`src/asw_pkg.sv`:
```
package asw_pkg;

  // ==========================================================================
  // Register map (byte addresses, word aligned except sweep control at 0x3D7)
  localparam logic [11:0] ASW_MODE_OFS      = 12'h3D4;
  localparam logic [11:0] ASW_SWEEP_OFS     = 12'h3D7;
  localparam logic [11:0] ASW_EXTRA_OFS     = 12'h3D8;
  // Result window kept clear of the control registers at 0x3D4..0x3D8
  localparam logic [11:0] ASW_RESULT_OFS    = 12'h3A0;
  localparam logic [7:0]  ASW_SWEEP_RST     = 8'h00;
  localparam logic [7:0]  ASW_MODE_RST      = 8'h00;
  localparam logic [7:0]  ASW_EXTRA_RST     = 8'h00;

  // ==========================================================================
  // Field positions, mode control
  localparam int ASW_CH_LSB    = 0;
  localparam int ASW_MD_LSB    = 3;
  localparam int ASW_TRG_BIT   = 5;
  localparam int ASW_START_BIT = 6;
  // Field positions, sweep control
  localparam int ASW_SCAN_LSB  = 0;
  localparam int ASW_MDX_BIT   = 2;
  localparam int ASW_BITS_BIT  = 3;
  localparam int ASW_REFERENCE_CONNECT_BIT  = 5;
  // Field positions, extra control
  localparam int ASW_GSEL_LSB  = 1;

  localparam logic [1:0] ASW_MD_SINGLE_SWEEP = 2'h2;
  localparam logic [1:0] ASW_MD_REPEAT_SWEEP = 2'h3;

  // ==========================================================================
  // Timing
  localparam int ASW_CLK_MHZ       = 125;
  localparam int ASW_VREF_SETTLE_NS = 1000;
  localparam int ASW_VREF_SETTLE_CYC = (ASW_VREF_SETTLE_NS * ASW_CLK_MHZ + 999) / 1000;

  typedef struct packed {
    logic        read;
    logic        write;
    logic [11:0] address;
    logic [31:0] writedata;
  } asw_avs_req_t;

  typedef struct packed {
    logic        waitrequest;
    logic [31:0] readdata;
  } asw_avs_rsp_t;

  typedef struct packed {
    logic       req;
    logic [2:0] channel;
    logic [1:0] group;
    logic       ten_bit;
  } asw_conv_req_t;

  typedef struct packed {
    logic       done;
    logic [9:0] data;
  } asw_conv_rsp_t;

endpackage

```
`src/asw_ctrl.sv`:
```
`timescale 1ns/1ns
`default_nettype none
module asw_ctrl
  import asw_pkg::*;
#(
  parameter int NUM_CH = 8
)(
  input  wire logic                   sys_clk,
  input  wire logic                   rstn,
  input  wire asw_pkg::asw_avs_req_t  avs_req,
  output var  asw_pkg::asw_avs_rsp_t  avs_rsp,
  input  wire logic                   external_trigger_input,
  output var  asw_pkg::asw_conv_req_t conv_req,
  input  wire asw_pkg::asw_conv_rsp_t conv_rsp,
  output logic                        conv_done_irq,
  output logic                        reference_connect
);
  import asw_pkg::*;

  // Two-bit pin select field covers eight channels at most
  if (NUM_CH != 8)
  begin : g_bad_num_ch
    $error("asw_ctrl serves exactly eight channels");
  end

  typedef enum logic [1:0] {ST_IDLE, ST_ARMED, ST_CONV, ST_WAIT} asw_state_t;

  typedef struct packed {
    logic [7:0]       mode_ctl;
    logic [7:0]       sweep_ctl;
    logic [7:0]       extra_ctl;
    asw_state_t       st;
    logic [2:0]       ch;
    logic [2:0]       trg_sync;
    logic             trg_last;
    logic [NUM_CH-1:0][9:0] result;
    logic             irq;
    logic             ack;
    logic [31:0]      rdata;
  } asw_regs_t;

  asw_regs_t s_r;
  asw_regs_t s_nxt;

  // ==========================================================================
  // Decode helpers
  function automatic logic [2:0] last_ch(input logic [1:0] scan);
    last_ch = {scan, 1'b1};
  endfunction

  function automatic logic is_repeat0(input logic [7:0] m, input logic [7:0] s);
    is_repeat0 = (m[ASW_MD_LSB +: 2] == ASW_MD_REPEAT_SWEEP) && !s[ASW_MDX_BIT];
  endfunction

  logic trg_fall;
  logic rep0;
  logic acc;
  logic [31:0] wd;

  always_comb
  begin
    s_nxt    = s_r;
    wd       = avs_req.writedata;
    rep0     = is_repeat0(s_r.mode_ctl, s_r.sweep_ctl);
    // Sync taps 2 and 3 agree on a change before it counts
    s_nxt.trg_sync = {s_r.trg_sync[1:0], external_trigger_input};
    if (s_r.trg_sync[2] == s_r.trg_sync[1])
      s_nxt.trg_last = s_r.trg_sync[2];
    trg_fall = s_r.trg_last && (s_r.trg_sync[2] == s_r.trg_sync[1]) && !s_r.trg_sync[2];
    s_nxt.irq = 1'b0;
    s_nxt.ack = 1'b0;
    acc = (avs_req.read || avs_req.write) && !s_r.ack;

    // ========================================================================
    // Conversion sequencer
    unique case (s_r.st)
      ST_IDLE:
      begin
        if (s_r.mode_ctl[ASW_START_BIT])
        begin
          s_nxt.ch = 3'h0;
          s_nxt.st = s_r.mode_ctl[ASW_TRG_BIT] ? ST_ARMED : ST_CONV;
        end
      end
      ST_ARMED:
      begin
        if (trg_fall)
          s_nxt.st = ST_CONV;
      end
      ST_CONV:
        s_nxt.st = ST_WAIT;
      ST_WAIT:
      begin
        if (conv_rsp.done)
        begin
          // 8-bit results keep the low byte only
          s_nxt.result[s_r.ch] = s_r.sweep_ctl[ASW_BITS_BIT] ? conv_rsp.data
                                 : {2'b00, conv_rsp.data[7:0]};
          if (s_r.ch != last_ch(s_r.sweep_ctl[ASW_SCAN_LSB +: 2]))
          begin
            s_nxt.ch = s_r.ch + 3'h1;
            s_nxt.st = ST_CONV;
          end
          else if (rep0)
          begin
            s_nxt.ch = 3'h0;
            s_nxt.st = ST_CONV;
          end
          else
          begin
            s_nxt.st = ST_IDLE;
            s_nxt.mode_ctl[ASW_START_BIT] = 1'b0;
            s_nxt.irq = 1'b1;
          end
        end
      end
    endcase
    // Stop request from software wins over the next state; a result arriving with done is still stored
    if (!s_r.mode_ctl[ASW_START_BIT] && s_r.st != ST_IDLE)
      s_nxt.st = ST_IDLE;

    // ========================================================================
    // Avalon slave, one wait cycle per access
    if (acc)
    begin
      s_nxt.ack   = 1'b1;
      s_nxt.rdata = 32'h0000_0000;
      if (avs_req.write)
      begin
        if (avs_req.address == ASW_MODE_OFS)
          s_nxt.mode_ctl = wd[7:0];
        else if (avs_req.address == ASW_SWEEP_OFS)
          s_nxt.sweep_ctl = wd[7:0];
        else if (avs_req.address == ASW_EXTRA_OFS)
          s_nxt.extra_ctl = wd[7:0];
      end
      else
      begin
        if (avs_req.address == ASW_MODE_OFS)
          s_nxt.rdata = {24'h000000, s_r.mode_ctl};
        else if (avs_req.address == ASW_SWEEP_OFS)
          s_nxt.rdata = {24'h000000, s_r.sweep_ctl};
        else if (avs_req.address == ASW_EXTRA_OFS)
          s_nxt.rdata = {24'h000000, s_r.extra_ctl};
        else if (avs_req.address[11:5] == ASW_RESULT_OFS[11:5] && avs_req.address[1:0] == 2'b00)
          s_nxt.rdata = {22'h0, s_r.result[avs_req.address[4:2]]};
      end
    end
  end

  always_ff @(posedge sys_clk)
  begin
    if (!rstn)
    begin
      s_r           <= '0;
      s_r.mode_ctl  <= ASW_MODE_RST;
      s_r.sweep_ctl <= ASW_SWEEP_RST;
      s_r.extra_ctl <= ASW_EXTRA_RST;
      s_r.st        <= ST_IDLE;
    end
    else
      s_r <= s_nxt;
  end

  // ==========================================================================
  // Outputs; the single-channel field is never used by sweeps
  always_comb
  begin
    avs_rsp.waitrequest = !s_r.ack;
    avs_rsp.readdata    = s_r.rdata;
    conv_req.req        = (s_r.st == ST_CONV);
    conv_req.channel    = s_r.ch;
    conv_req.group      = s_r.extra_ctl[ASW_GSEL_LSB +: 2];
    conv_req.ten_bit    = s_r.sweep_ctl[ASW_BITS_BIT];
  end
  assign conv_done_irq       = s_r.irq;
  assign reference_connect   = s_r.sweep_ctl[ASW_REFERENCE_CONNECT_BIT];

  // ==========================================================================
  // Checks
  property p_no_irq_rep0;
    @(posedge sys_clk) disable iff (!rstn)
      is_repeat0(s_r.mode_ctl, s_r.sweep_ctl) |=> !conv_done_irq;
  endproperty
  a_no_irq_rep0: assert property (p_no_irq_rep0) else $error("irq in repeat sweep");

  property p_soft_start;
    @(posedge sys_clk) disable iff (!rstn)
      (s_r.st == ST_IDLE && s_r.mode_ctl[ASW_START_BIT] && !s_r.mode_ctl[ASW_TRG_BIT]) |=> conv_req.req;
  endproperty
  a_soft_start: assert property (p_soft_start) else $error("soft start late");

  property p_armed_holds;
    @(posedge sys_clk) disable iff (!rstn)
      (s_r.st == ST_ARMED && !trg_fall && s_r.mode_ctl[ASW_START_BIT]) |=> !conv_req.req;
  endproperty
  a_armed_holds: assert property (p_armed_holds) else $error("start without edge");

  property p_stop;
    @(posedge sys_clk) disable iff (!rstn)
      !s_r.mode_ctl[ASW_START_BIT] |=> s_r.st == ST_IDLE;
  endproperty
  a_stop: assert property (p_stop) else $error("no stop on clear");

  property p_wrap;
    @(posedge sys_clk) disable iff (!rstn)
      (s_r.st == ST_WAIT && conv_rsp.done && rep0 && s_r.mode_ctl[ASW_START_BIT]
       && s_r.ch == last_ch(s_r.sweep_ctl[1:0])) |=> (conv_req.req && conv_req.channel == 3'h0);
  endproperty
  a_wrap: assert property (p_wrap) else $error("repeat wrap wrong");

  property p_range;
    @(posedge sys_clk) disable iff (!rstn)
      conv_req.req |-> conv_req.channel <= last_ch(s_r.sweep_ctl[1:0]);
  endproperty
  a_range: assert property (p_range) else $error("channel beyond set");

  property p_res8;
    @(posedge sys_clk) disable iff (!rstn)
      (s_r.st == ST_WAIT && conv_rsp.done && !s_r.sweep_ctl[ASW_BITS_BIT] && s_r.mode_ctl[ASW_START_BIT])
      |=> s_r.result[$past(s_r.ch)][9:8] == 2'b00;
  endproperty
  a_res8: assert property (p_res8) else $error("8-bit result wide");

  property p_single_end;
    @(posedge sys_clk) disable iff (!rstn)
      conv_done_irq |-> !s_r.mode_ctl[ASW_START_BIT];
  endproperty
  a_single_end: assert property (p_single_end) else $error("flag still set");

  // ==========================================================================
  // Bus checks: one wait state, answer stands one cycle
  // Writes land on the taking edge, the same edge that raises the answer
  property p_bus_answer;
    @(posedge sys_clk) disable iff (!rstn)
      ((avs_req.read || avs_req.write) && avs_rsp.waitrequest) |=> !avs_rsp.waitrequest;
  endproperty
  a_bus_answer: assert property (p_bus_answer) else $error("bus answer late");

  property p_answer_once;
    @(posedge sys_clk) disable iff (!rstn)
      !avs_rsp.waitrequest |=> avs_rsp.waitrequest;
  endproperty
  a_answer_once: assert property (p_answer_once) else $error("bus answer repeated");

  property p_sweep_write;
    @(posedge sys_clk) disable iff (!rstn)
      (avs_req.write && avs_rsp.waitrequest && avs_req.address == ASW_SWEEP_OFS)
      |=> s_r.sweep_ctl == $past(avs_req.writedata[7:0]);
  endproperty
  a_sweep_write: assert property (p_sweep_write) else $error("sweep write lost");

  // ==========================================================================
  // Sequencer checks
  property p_req_pulse;
    @(posedge sys_clk) disable iff (!rstn)
      conv_req.req |=> !conv_req.req;
  endproperty
  a_req_pulse: assert property (p_req_pulse) else $error("request held");

  property p_irq_pulse;
    @(posedge sys_clk) disable iff (!rstn)
      conv_done_irq |=> !conv_done_irq;
  endproperty
  a_irq_pulse: assert property (p_irq_pulse) else $error("irq held");

  property p_idle_armed;
    @(posedge sys_clk) disable iff (!rstn)
      (s_r.st == ST_IDLE && s_r.mode_ctl[ASW_START_BIT] && s_r.mode_ctl[ASW_TRG_BIT])
      |=> (s_r.st == ST_ARMED && !conv_req.req);
  endproperty
  a_idle_armed: assert property (p_idle_armed) else $error("external start not armed");

  property p_armed_go;
    @(posedge sys_clk) disable iff (!rstn)
      (s_r.st == ST_ARMED && trg_fall && s_r.mode_ctl[ASW_START_BIT]) |=> conv_req.req;
  endproperty
  a_armed_go: assert property (p_armed_go) else $error("edge did not start");

  // A falling edge counts once, however long the pin stays low
  property p_trg_once;
    @(posedge sys_clk) disable iff (!rstn)
      trg_fall |=> !trg_fall;
  endproperty
  a_trg_once: assert property (p_trg_once) else $error("edge counted twice");

  // A clear that lands with a done still lets one request out
  property p_stop_no_req;
    @(posedge sys_clk) disable iff (!rstn)
      (!s_r.mode_ctl[ASW_START_BIT] && s_r.st != ST_CONV) |=> !conv_req.req;
  endproperty
  a_stop_no_req: assert property (p_stop_no_req) else $error("request after stop");

  property p_step;
    @(posedge sys_clk) disable iff (!rstn)
      (s_r.st == ST_WAIT && conv_rsp.done && s_r.mode_ctl[ASW_START_BIT]
       && s_r.ch != last_ch(s_r.sweep_ctl[ASW_SCAN_LSB +: 2]))
      |=> (conv_req.req && conv_req.channel == $past(s_r.ch) + 3'h1);
  endproperty
  a_step: assert property (p_step) else $error("channel step wrong");

  property p_single_stop;
    @(posedge sys_clk) disable iff (!rstn)
      (s_r.st == ST_WAIT && conv_rsp.done && !rep0 && s_r.mode_ctl[ASW_START_BIT]
       && s_r.ch == last_ch(s_r.sweep_ctl[ASW_SCAN_LSB +: 2])) |=> (s_r.st == ST_IDLE && conv_done_irq);
  endproperty
  a_single_stop: assert property (p_single_stop) else $error("single sweep did not end");

  property p_rep0_runs;
    @(posedge sys_clk) disable iff (!rstn)
      (s_r.st == ST_WAIT && conv_rsp.done && rep0 && s_r.mode_ctl[ASW_START_BIT]) |=> s_r.st == ST_CONV;
  endproperty
  a_rep0_runs: assert property (p_rep0_runs) else $error("repeat sweep halted");

  // Results stay written even when a stop lands with done
  property p_res_stored;
    @(posedge sys_clk) disable iff (!rstn)
      (s_r.st == ST_WAIT && conv_rsp.done)
      |=> s_r.result[$past(s_r.ch)] == ($past(s_r.sweep_ctl[ASW_BITS_BIT]) ? $past(conv_rsp.data)
                                         : {2'b00, $past(conv_rsp.data[7:0])});
  endproperty
  a_res_stored: assert property (p_res_stored) else $error("result not stored");

  // Late answers of a stopped conversion must not land
  property p_done_ignored;
    @(posedge sys_clk) disable iff (!rstn)
      (conv_rsp.done && s_r.st != ST_WAIT) |=> $stable(s_r.result);
  endproperty
  a_done_ignored: assert property (p_done_ignored) else $error("stray result stored");

endmodule // asw_ctrl
`default_nettype wire

```
`config.mk`:
```
export PLATFORM = sky130hd
export DESIGN_NAME = asw_ctrl
export DESIGN_NICKNAME = d
export VERILOG_FILES = /design/src/asw_pkg.sv /design/src/asw_ctrl.sv
export SDC_FILE = /design/constraint.sdc
export NUM_CORES = 1
export LEC_CHECK = 0
export BUFFER_PORTS_ARGS = -buffer_cell sky130_fd_sc_hd__buf_2
export CORE_ASPECT_RATIO = 0.5
export CORE_MARGIN = 5
export CORE_UTILIZATION = 45
export DETAILED_ROUTE_END_ITERATION = 16
export GPL_TIMING_DRIVEN = 0
export PLACE_DENSITY = 0.63
export SYNTH_ARGS = -nofsm -noshare
export SYNTH_HDL_FRONTEND = slang
export SYNTH_SLANG_ARGS = --single-unit
```
`constraint.sdc`:
```
create_clock -name sys_clk -period 5.9 [get_ports sys_clk]
set_input_delay 1.18 -clock sys_clk [delete_from_list [all_inputs] [get_ports sys_clk]]
set_output_delay 1.18 -clock sys_clk [all_outputs]
set_load 0.05 [all_outputs]
```
==> impl_summary.md, run 1 <==
Yosys
The post-synthesis instance area is 5950 um^2. The dominant register cell in the synthesized netlist is sky130_fd_sc_hd__dfxtp_1. Of the post-synthesis cell area, the dominant cell type holds 0.421.

The number of enable flip-flop cells after synthesis is 0. The top cell type by total area after synthesis is sky130_fd_sc_hd__dfxtp_1. By area, the combinational part of the netlist is dominated by multiplexers. After synthesis, the share of cell area in mux cells is 0.236. The number of distinct library cells after synthesis is 50. The total of warnings raised by yosys is 0. The number of synthesized register bits is 125. Of the total synthesized cell area, the portion taken by AND, OR, NAND and NOR gates is 0.152. Of the total synthesized cell area, the portion taken by full adders, half adders and majority gates is 0.00210.

The async set or reset register ratio after synthesis is 0. Ranked by total cell area, the synthesized netlist is headed by sky130_fd_sc_hd__dfxtp_1, sky130_fd_sc_hd__mux2i_1, sky130_fd_sc_hd__mux4_2. Dividing the synthesized area by the synthesized cell count gives 9.55 um^2. Of the total synthesized cell area, the portion taken by XOR and XNOR cells is 0.00294.

The cell count after synthesis came out at 623. The share of the synthesized area in compound gates (AO/OA/AOI/OAI) came to 0.0988. For this run, the register share of the synthesized area comes to 0.421.

Critical path
Data on the critical path is required at its endpoint by 6.21 ns. In this run the worst setup path begins at avs_req[34]. The worst setup path is captured at a register. Of all nets on the critical path, the largest fanout is 10. The worst register-to-register path has a setup slack of 3.87 ns.

The number of buffer and inverter stages on the critical path is 2. On the critical path, the stage with the largest delay is an instance of sky130_fd_sc_hd__nor3_1. The kind of cell adding the most delay to the critical path is simple AND/OR/NAND/NOR gates. The kind of start point of the critical path is an input pin. The worst path arrival time is 3.14 ns.

The worst setup path is of the in -> reg kind. The signal on the critical path passes through buf_2 -> buf_2 -> nand4b_1 -> nor3_1 -> a221oi_1 -> o21a_1. The cell occurring most often along the worst timing path is sky130_fd_sc_hd__buf_2. On the worst path, the slowest cell contributes a delay of 0.81 ns. The worst register-to-register path begins at conv_req[3]$_SDFFE_PN0P_.

STA
Setup violations remaining at the end of the flow were counted as 0. After routing, the total negative slack on setup checks comes to 0 ns. The count of pins over their slew limit is 0. Setup repair after global routing left no endpoint under its margin. The minimum setup slack in the final design is 3.06 ns. Based on the critical path, the design can be clocked at up to 0.353 GHz. In the finished design, the share of the clock period the worst path needs comes to 0.481.

The clock period could shrink to 2.84 ns. The final number of hold-violating endpoints was 0. The worst-case clock skew is 0.0112 ns. Measured against its own limit, the worst slew margin works out to 0.319. At the pin with the least slew margin, the transition time is 1.01 ns.

Route
The first routing iteration left 367 violations. The routed wire length is 16.3 mm. Using the TritonRoute via totals, the vias-per-cell ratio works out to 5.43. The total number of vias is 4817. In the final routed layout, each cell accounts on average for 18.4 um. The count of nets left with antenna violations after detail routing is 0. The number of detailed-routing iterations run before antenna repair is 5. For this run, design rule violations remaining after detail routing come to 0.

Floorplan
The die is 91.3 um tall. The core footprint is 12800 um^2. The overall die width is 173 um. The floorplan step defined a die boundary enclosing 15800 um^2. The count of boundary I/O pins is 102. The initialized floorplan defines 29 standard-cell rows. For this configuration, the core starts out at a cell density of 0.464.

Clock network
For the worst-skew pair, the clock arrives at the later sink with an insertion delay of 0.42 ns. The count of hold-fix buffers inserted at cts is 0. The maximum clock insertion buffer count is 2.

Buffers inserted during clock tree synthesis total 17. The clock tree root driver cell is sky130_fd_sc_hd__clkbuf_16. After clock tree synthesis, the clock-pin slew on the worst setup and hold paths is 0.06 ns. In this run the number of H-tree levels came out at 4. The clock net in this run drives a total of 125 sinks. TritonCTS built the clock tree. Gates resized during post-CTS repair numbered 0. Buffers added to address setup during post-CTS repair amount to 0.

Global route
Across every metal layer, demand over resource in global routing totals 0.207. The global-route wire length before repair is 25.6 mm. The via count of the first global-routing pass is 4587. The maximum number of pins on one net before global-route repair is 17. After global routing the overflow that remains totals 0. The number of antenna violations at the first check in global routing is 0.

Cells and area
0 antenna diodes ended up in the layout. The number of filler instances in the final layout is 1235. Leaving out fill and tap cells, the most frequent cells in the layout are sky130_fd_sc_hd__dfxtp_1, sky130_fd_sc_hd__nor2_1, sky130_fd_sc_hd__mux2i_1. In the final layout, flip-flops and latches occupy 2500 um^2.

The synthesis-to-finish area growth is 18.6%. Summing all multi-input logic gate instances after layout gives 3010 um^2. For this run, the share of the core covered by cells in the final layout is 0.551. The most common cell after layout, fill and taps aside is sky130_fd_sc_hd__dfxtp_1. Summing all non-filler instances in the final layout gives an area of 7060 um^2.

The layout net count is 766. The ratio of cells with drive above 1 in the final layout is 0.213.

Placed design
The count of buffers from port buffering is 42. The worst setup timing slack at the placement stage is 2.71 ns. The cell area after placement is 6450 um^2.

Detailed placement ended at an HPWL of 11.1 mm. The routability congestion estimate is 0.826.

Power and ir drop
For this design the static power due to leakage is 2.83 nW. The maximum resistive drop on vdd is 0.161 mV. The power density over the cells is 291 nW/um^2.

Hold path
The start point of the worst hold path is s_nxt[116]$_SDFF_PN0_. The worst hold path class is reg -> reg.

Flow run
The number of max-cap violations is 0.

Outcome
The flow ran to the end, and the final reports show no timing, DRC or antenna violations.
## power by group
part	switching, W	internal (W)	total [W]
logic	0.0000948	0.0000367	0.000132
clock network	0.000399	0.000677	0.00108
registers	0.00000110	0.000846	0.000847
## routing by layer
layer,global-route usage,up-vias,part of all wire
met5,0,-,0
met2,0.319,151,0.46
met1,0.287,2356,0.46
li1,-,2297,-
met3,0.0602,13,0.072
met4,0.0534,0,0.0095
## final cells by class
type / count / share of cell area
Clock buffer: 19 / 0.0628
Timing Repair Buffer: 42 / 0.0298
Buffer: 89 / 0.0715
Multi-Input combinational cell: 426 / 0.426
Tap cell: 170 / 0.0301
Clock inverter: 12 / 0.0230
Sequential cell: 125 / 0.355
Inverter: 4 / 0.00213
## flip-flops by register name, summed over array words and instances (netlist names)
register,count
reference_connect,1
conv_done_irq,1
s_r,105
avs_rsp,10
conv_req,6
s_nxt,2
## synth_stat cells (2+ instances only)
library cell	count
sky130_fd_sc_hd__nor3b_1	2
sky130_fd_sc_hd__clkbuf_1	33
sky130_fd_sc_hd__nand4_1	4
sky130_fd_sc_hd__nor2b_1	2
sky130_fd_sc_hd__nand3_1	8
sky130_fd_sc_hd__inv_1	3
sky130_fd_sc_hd__nand2_1	35
sky130_fd_sc_hd__nor2_1	99
sky130_fd_sc_hd__and4b_1	2
sky130_fd_sc_hd__nor3_1	7
sky130_fd_sc_hd__a211oi_1	9
sky130_fd_sc_hd__nand2b_1	2
sky130_fd_sc_hd__buf_4	39
sky130_fd_sc_hd__mux4_2	20
sky130_fd_sc_hd__nor4bb_1	2
sky130_fd_sc_hd__o21ai_0	30
sky130_fd_sc_hd__a221oi_1	7
sky130_fd_sc_hd__buf_1	3
sky130_fd_sc_hd__and2_1	5
sky130_fd_sc_hd__and3_1	2
sky130_fd_sc_hd__a31oi_1	2
sky130_fd_sc_hd__o21a_1	8
sky130_fd_sc_hd__buf_2	13
sky130_fd_sc_hd__dfxtp_1	125
sky130_fd_sc_hd__mux2i_1	95
sky130_fd_sc_hd__or4_1	2
sky130_fd_sc_hd__nand4b_1	3
sky130_fd_sc_hd__xnor2_1	2
sky130_fd_sc_hd__o22ai_1	2
sky130_fd_sc_hd__a21oi_1	37
## worst paths after layout
kind	to	cells after the start
setup / recovery	avs_rsp[4]$_SDFFE_PN0P_	6
hold / removal	s_nxt[117]$_SDFF_PN0_	1
setup reg to reg	s_r[113]$_SDFFE_PN0P_	5
hold reg to reg	s_nxt[117]$_SDFF_PN0_	1
## kinds of logic (layout without fill, tap and decap cells)
family,after synthesis,count (layout)
buf+inv,93,166
simple gates,186,186
other cells,1,22
xor+xnor,2,2
mux,115,115
fa+ha+maj,1,1
flops,125,125
compound gates,100,100
## through the flow
| step | power, W | std cells | hold slack, ns |
|---|---|---|---|
| global route | 0.00211 | 887 | 0.447 |
| global placement | 0.000994 | 856 | 0.414 |
| detailed placement | 0.000995 | 856 | 0.423 |
| CTS | 0.00206 | 887 | 0.437 |
| finish | 0.00205 | 887 | 0.434 |
| floorplan | 0.000959 | 644 | 0.412 |
No activity file was read; power rests on OpenSTA's default activity.
==> run 2: changes to the inputs <==
- ABC_AREA: not set -> 1
- clock period: 5.9 -> 2.7 ns (I/O delays scaled with it)
==> impl_summary.md, run 2 <==
Clock network
The clock tree root driver cell is sky130_fd_sc_hd__clkbuf_16 (unchanged). The clock latency of the later-clocked register in the worst-skew pair was 0.42 ns (about the same). The TritonCTS clock tree is yes (unchanged).

The post-cts resize count was 0 (unchanged). The number of levels in the clock H-tree came to 4 (unchanged). The clock-pin slew on the worst setup and hold paths is 0.06 ns (about the same). The count of hold-fix buffers inserted at cts is 0 (unchanged). The number of buffers inserted by post-CTS setup repair is 0 (unchanged). The number of clock sinks is 125 (unchanged). The total CTS buffers is 17 (unchanged).

The maximum clock insertion buffer count came to 2 (unchanged).

Yosys
Cell types with the highest counts after synthesis: sky130_fd_sc_hd__nand2_1, sky130_fd_sc_hd__dfxtp_1, sky130_fd_sc_hd__o21ai_0 (was sky130_fd_sc_hd__dfxtp_1, sky130_fd_sc_hd__nor2_1, sky130_fd_sc_hd__mux2i_1). The number of synthesized register bits is 125 (unchanged). The portion of netlist area occupied by mux cells is 0 (was 0.236). The post-synthesis area per instance is 6.99 um^2 (was 9.55 um^2). The number of distinct library cells after synthesis is 35 (was 50). The dominant register cell in the synthesized netlist is sky130_fd_sc_hd__dfxtp_1 (unchanged). The portion of synthesized cell area occupied by the leading cell type is 0.408 (was 0.421). The largest family of logic cells by synthesized area is simple AND/OR/NAND/NOR gates (was multiplexers). The count of mapped cells out of synthesis was 877 (was 623). The fraction of the mapped netlist area in simple logic gates is 0.251 (was 0.152).

The most frequent cell after synthesis is sky130_fd_sc_hd__nand2_1 (was sky130_fd_sc_hd__dfxtp_1). The async set or reset register ratio after synthesis is 0 (unchanged). The number of enable flip-flop cells after synthesis is 0 (unchanged). Synth area leaders: sky130_fd_sc_hd__dfxtp_1, sky130_fd_sc_hd__o21ai_0, sky130_fd_sc_hd__a21oi_1 (was sky130_fd_sc_hd__dfxtp_1, sky130_fd_sc_hd__mux2i_1, sky130_fd_sc_hd__mux4_2). The share of the synthesized area in compound gates (AO/OA/AOI/OAI) was 0.184 (was 0.0988).

The adder-cell share of the synthesized area is 0.00204 (was 0.00210). The share of the synthesized netlist area taken by xor and xnor gates came to 0.00286 (was 0.00294). The post-synthesis instance area was 6130 um^2 (was 5950 um^2). The portion of the post-synthesis area used by sequential elements is 0.408 (was 0.421). The top cell type by total area after synthesis is sky130_fd_sc_hd__dfxtp_1 (unchanged). The total of warnings raised by yosys is 0 (unchanged).

Route
The number of detailed-routing iterations run before antenna repair is 5 (unchanged). The count of nets left with antenna violations after detail routing is 0 (unchanged). The routed wire length is 17.6 mm (was 16.3 mm). The total number of vias is 5874 (was 4817).

The average routed wire per standard cell was 15.2 um (was 18.4 um). The violation count after the first detailed-route iteration is 578 (was 367). The detail-routed via count per cell is 5.07 (was 5.43).

The remaining design rule violation count is 0 (unchanged).

Placed design
The count of buffers from port buffering is 52 (was 42). The detailed placement HPWL came to 12.7 mm (was 11.1 mm). The routability congestion estimate was 0.900 (was 0.826).

STA
The final number of hold-violating endpoints is 0 (unchanged). The count of pins over their slew limit is 0 (unchanged). For the finished layout, the period the worst path requires is 1.87 ns. For this run, the top clock speed supported by timing is 0.535 GHz.

The worst relative slew slack is 0.431 (was 0.319). The worst-case clock skew is 0.00789 ns (was 0.0112 ns). Setup repair after global routing missed its margin: false (unchanged). The sum of negative setup slack was 0 ns (unchanged). The ratio of final minimum period to clock period is 0.693. The transition at the pin with the smallest max-transition slack came to 0.850 ns (was 1.01 ns).

The minimum hold slack is 0.294 ns (was 0.434 ns). The setup-violating endpoint count in the final report is 0 (unchanged).

Global route
The total routing usage reported by global routing is 0.218 (was 0.207). The global-route wire length before repair was 27.7 mm (was 25.6 mm). The number of antenna violations at the first check in global routing was 0 (unchanged). The via count of the first global-routing pass is 5369 (was 4587). The most used routing layer in global routing was met2 (unchanged). The met1 layer usage reported by global route came to 0.304 (was 0.287). The maximum number of pins on one net before global-route repair is 17 (unchanged). The remaining global-route overflow came to 0 (unchanged). The met2 usage in global routing was 0.343 (was 0.319).

The met3 track demand over resource is 0.0347 (was 0.0602).

Critical path
The class of the most critical setup path is reg -> out (was in -> reg). The required time at the endpoint of the critical path is 2.16 ns (was 6.21 ns). The maximum net fanout on the critical path is 7 (was 10). The worst path arrival time is 1.33 ns (was 3.14 ns). The kind of end point of the critical path is an output pin (was register). The kind of start point of the critical path is a register (was input pin).

Power and ir drop
The net switching power of the design is 0.00112 W (was 0.000495 W). The proportion of power drawn by flip-flops and latches is 0.396 (was 0.412). The standby leakage power is 3.26 nW (was 2.83 nW).

The switching part of the total is 0.239 (was 0.241). The power density over the cells came to 638 nW/um^2 (was 291 nW/um^2). The maximum resistive drop on vdd is 0.463 mV (was 0.161 mV). The internal cell power is 0.00356 W (was 0.00156 W). The share of power burned in the clock network is 0.527 (was 0.524). The combinational share of power came to 0.078 (was 0.064).

Outcome
Run status: finished, final reports clean (unchanged).

Cells and area
The final standard cell utilization of the core is 0.545 (was 0.551). The number of filler instances in the final layout is 1324 (was 1235). The ratio of cells with drive above 1 in the final layout is 0.178 (was 0.213). The synthesis-to-finish area growth came to 19.5% (was 18.6%).

The number of flip-flops in the largest register is 105 (unchanged). The layout net count was 1030 (was 766). Commonest cells after routing, fill and taps aside: sky130_fd_sc_hd__nand2_1, sky130_fd_sc_hd__dfxtp_1, sky130_fd_sc_hd__o21ai_0 (was sky130_fd_sc_hd__dfxtp_1, sky130_fd_sc_hd__nor2_1, sky130_fd_sc_hd__mux2i_1). The register with the highest flop count is s_r (unchanged). The count of antenna diodes in the layout is 0 (unchanged).

The most common cell after layout, fill and taps aside is sky130_fd_sc_hd__nand2_1 (was sky130_fd_sc_hd__dfxtp_1).

Floorplan
The starting density of the core was 0.456 (was 0.464). The count of boundary I/O pins came to 102 (unchanged). The chip height is 92.5 um (was 91.3 um). The area of the die came to 16200 um^2 (was 15800 um^2). The overall die width is 175 um (was 173 um). The number of placement rows came to 30 (was 29). The core footprint is 13400 um^2 (was 12800 um^2).

Hold path
The worst hold path class is in -> reg (was reg -> reg).

Flow run
The number of max-cap violations is 0 (unchanged).
-- run 2: cell types whose count changed after synthesis, sizes merged, moves of 62 or more --
cell	delta
nand3	+62
a21oi	+64
inv	+107
mux2i	-95
nand2	+107
o21ai	+79
-- run 2: final timing paths --
path	cells past startpoint	to	slack (ns)	start
max	2	conv_req[5]	0.83	conv_req[5]$_SDFFE_PN0P_
min	3	s_nxt[116]$_SDFF_PN0_	0.29	external_trigger_input
max reg2reg	6	s_r[60]$_SDFFE_PN0P_	0.99	conv_req[4]$_SDFFE_PN0P_
min reg2reg	2	s_nxt[117]$_SDFF_PN0_	0.41	s_nxt[116]$_SDFF_PN0_
-- run 2: layout make-up --
cell class	instances	area [um^2]	share of cell area
inverter	113	429	0.0586
clock inverter	11	164	0.0224
sequential	125	2500	0.342
timing repair buffer	52	260	0.0355
buffer	78	497	0.0678
tap	176	220	0.0301
multi-input combinational	582	2780	0.380
clock buffer	21	470	0.0642
-- run 2: per-stage QoR --
step / instances / worst slack (ns) / area (um^2) / power (W)
after detailed placement: 1126 / 0.596 / 6690 / 0.00225
after floorplan: 898 / 1.08 / 6210 / 0.00214
after global routing: 1158 / 0.765 / 7320 / 0.00481
after global placement: 1126 / 0.614 / 6690 / 0.00225
after CTS: 1158 / 0.810 / 7320 / 0.00468
final: 1158 / 0.829 / 7320 / 0.00468
-- run 2: power by group through the flow --
stage | combinational, W | clock, W | sequential, W
3_3_place_gp | 0.000357 | 0 | 0.00189
2_1_floorplan | 0.000251 | 0 | 0.00189
6_report | 0.000364 | 0.00246 | 0.00185
5_1_grt | 0.000398 | 0.00257 | 0.00185
3_5_place_dp | 0.000358 | 0 | 0.00189
4_1_cts | 0.000360 | 0.00248 | 0.00185
-- run 2: critical path, cell delays in order, from the launching register on --
cell and delay (ns):
sky130_fd_sc_hd__dfxtp_1 0.50, sky130_fd_sc_hd__buf_4 0.16, sky130_fd_sc_hd__buf_2 0.25
-- run 2: cell families after synthesis --
group,after synthesis
buf+inv,191
compound gates,220
other cells,1
simple gates,337
flops,125
xor+xnor,2
fa+ha+maj,1
-- run 2: per-layer routing --
metal  vias to the layer above  routed length, um
met4                         0                355
li1                       2964                  -
met2                       177               7810
met1                      2704               8410
met3                        29                993
met5                         -                  0
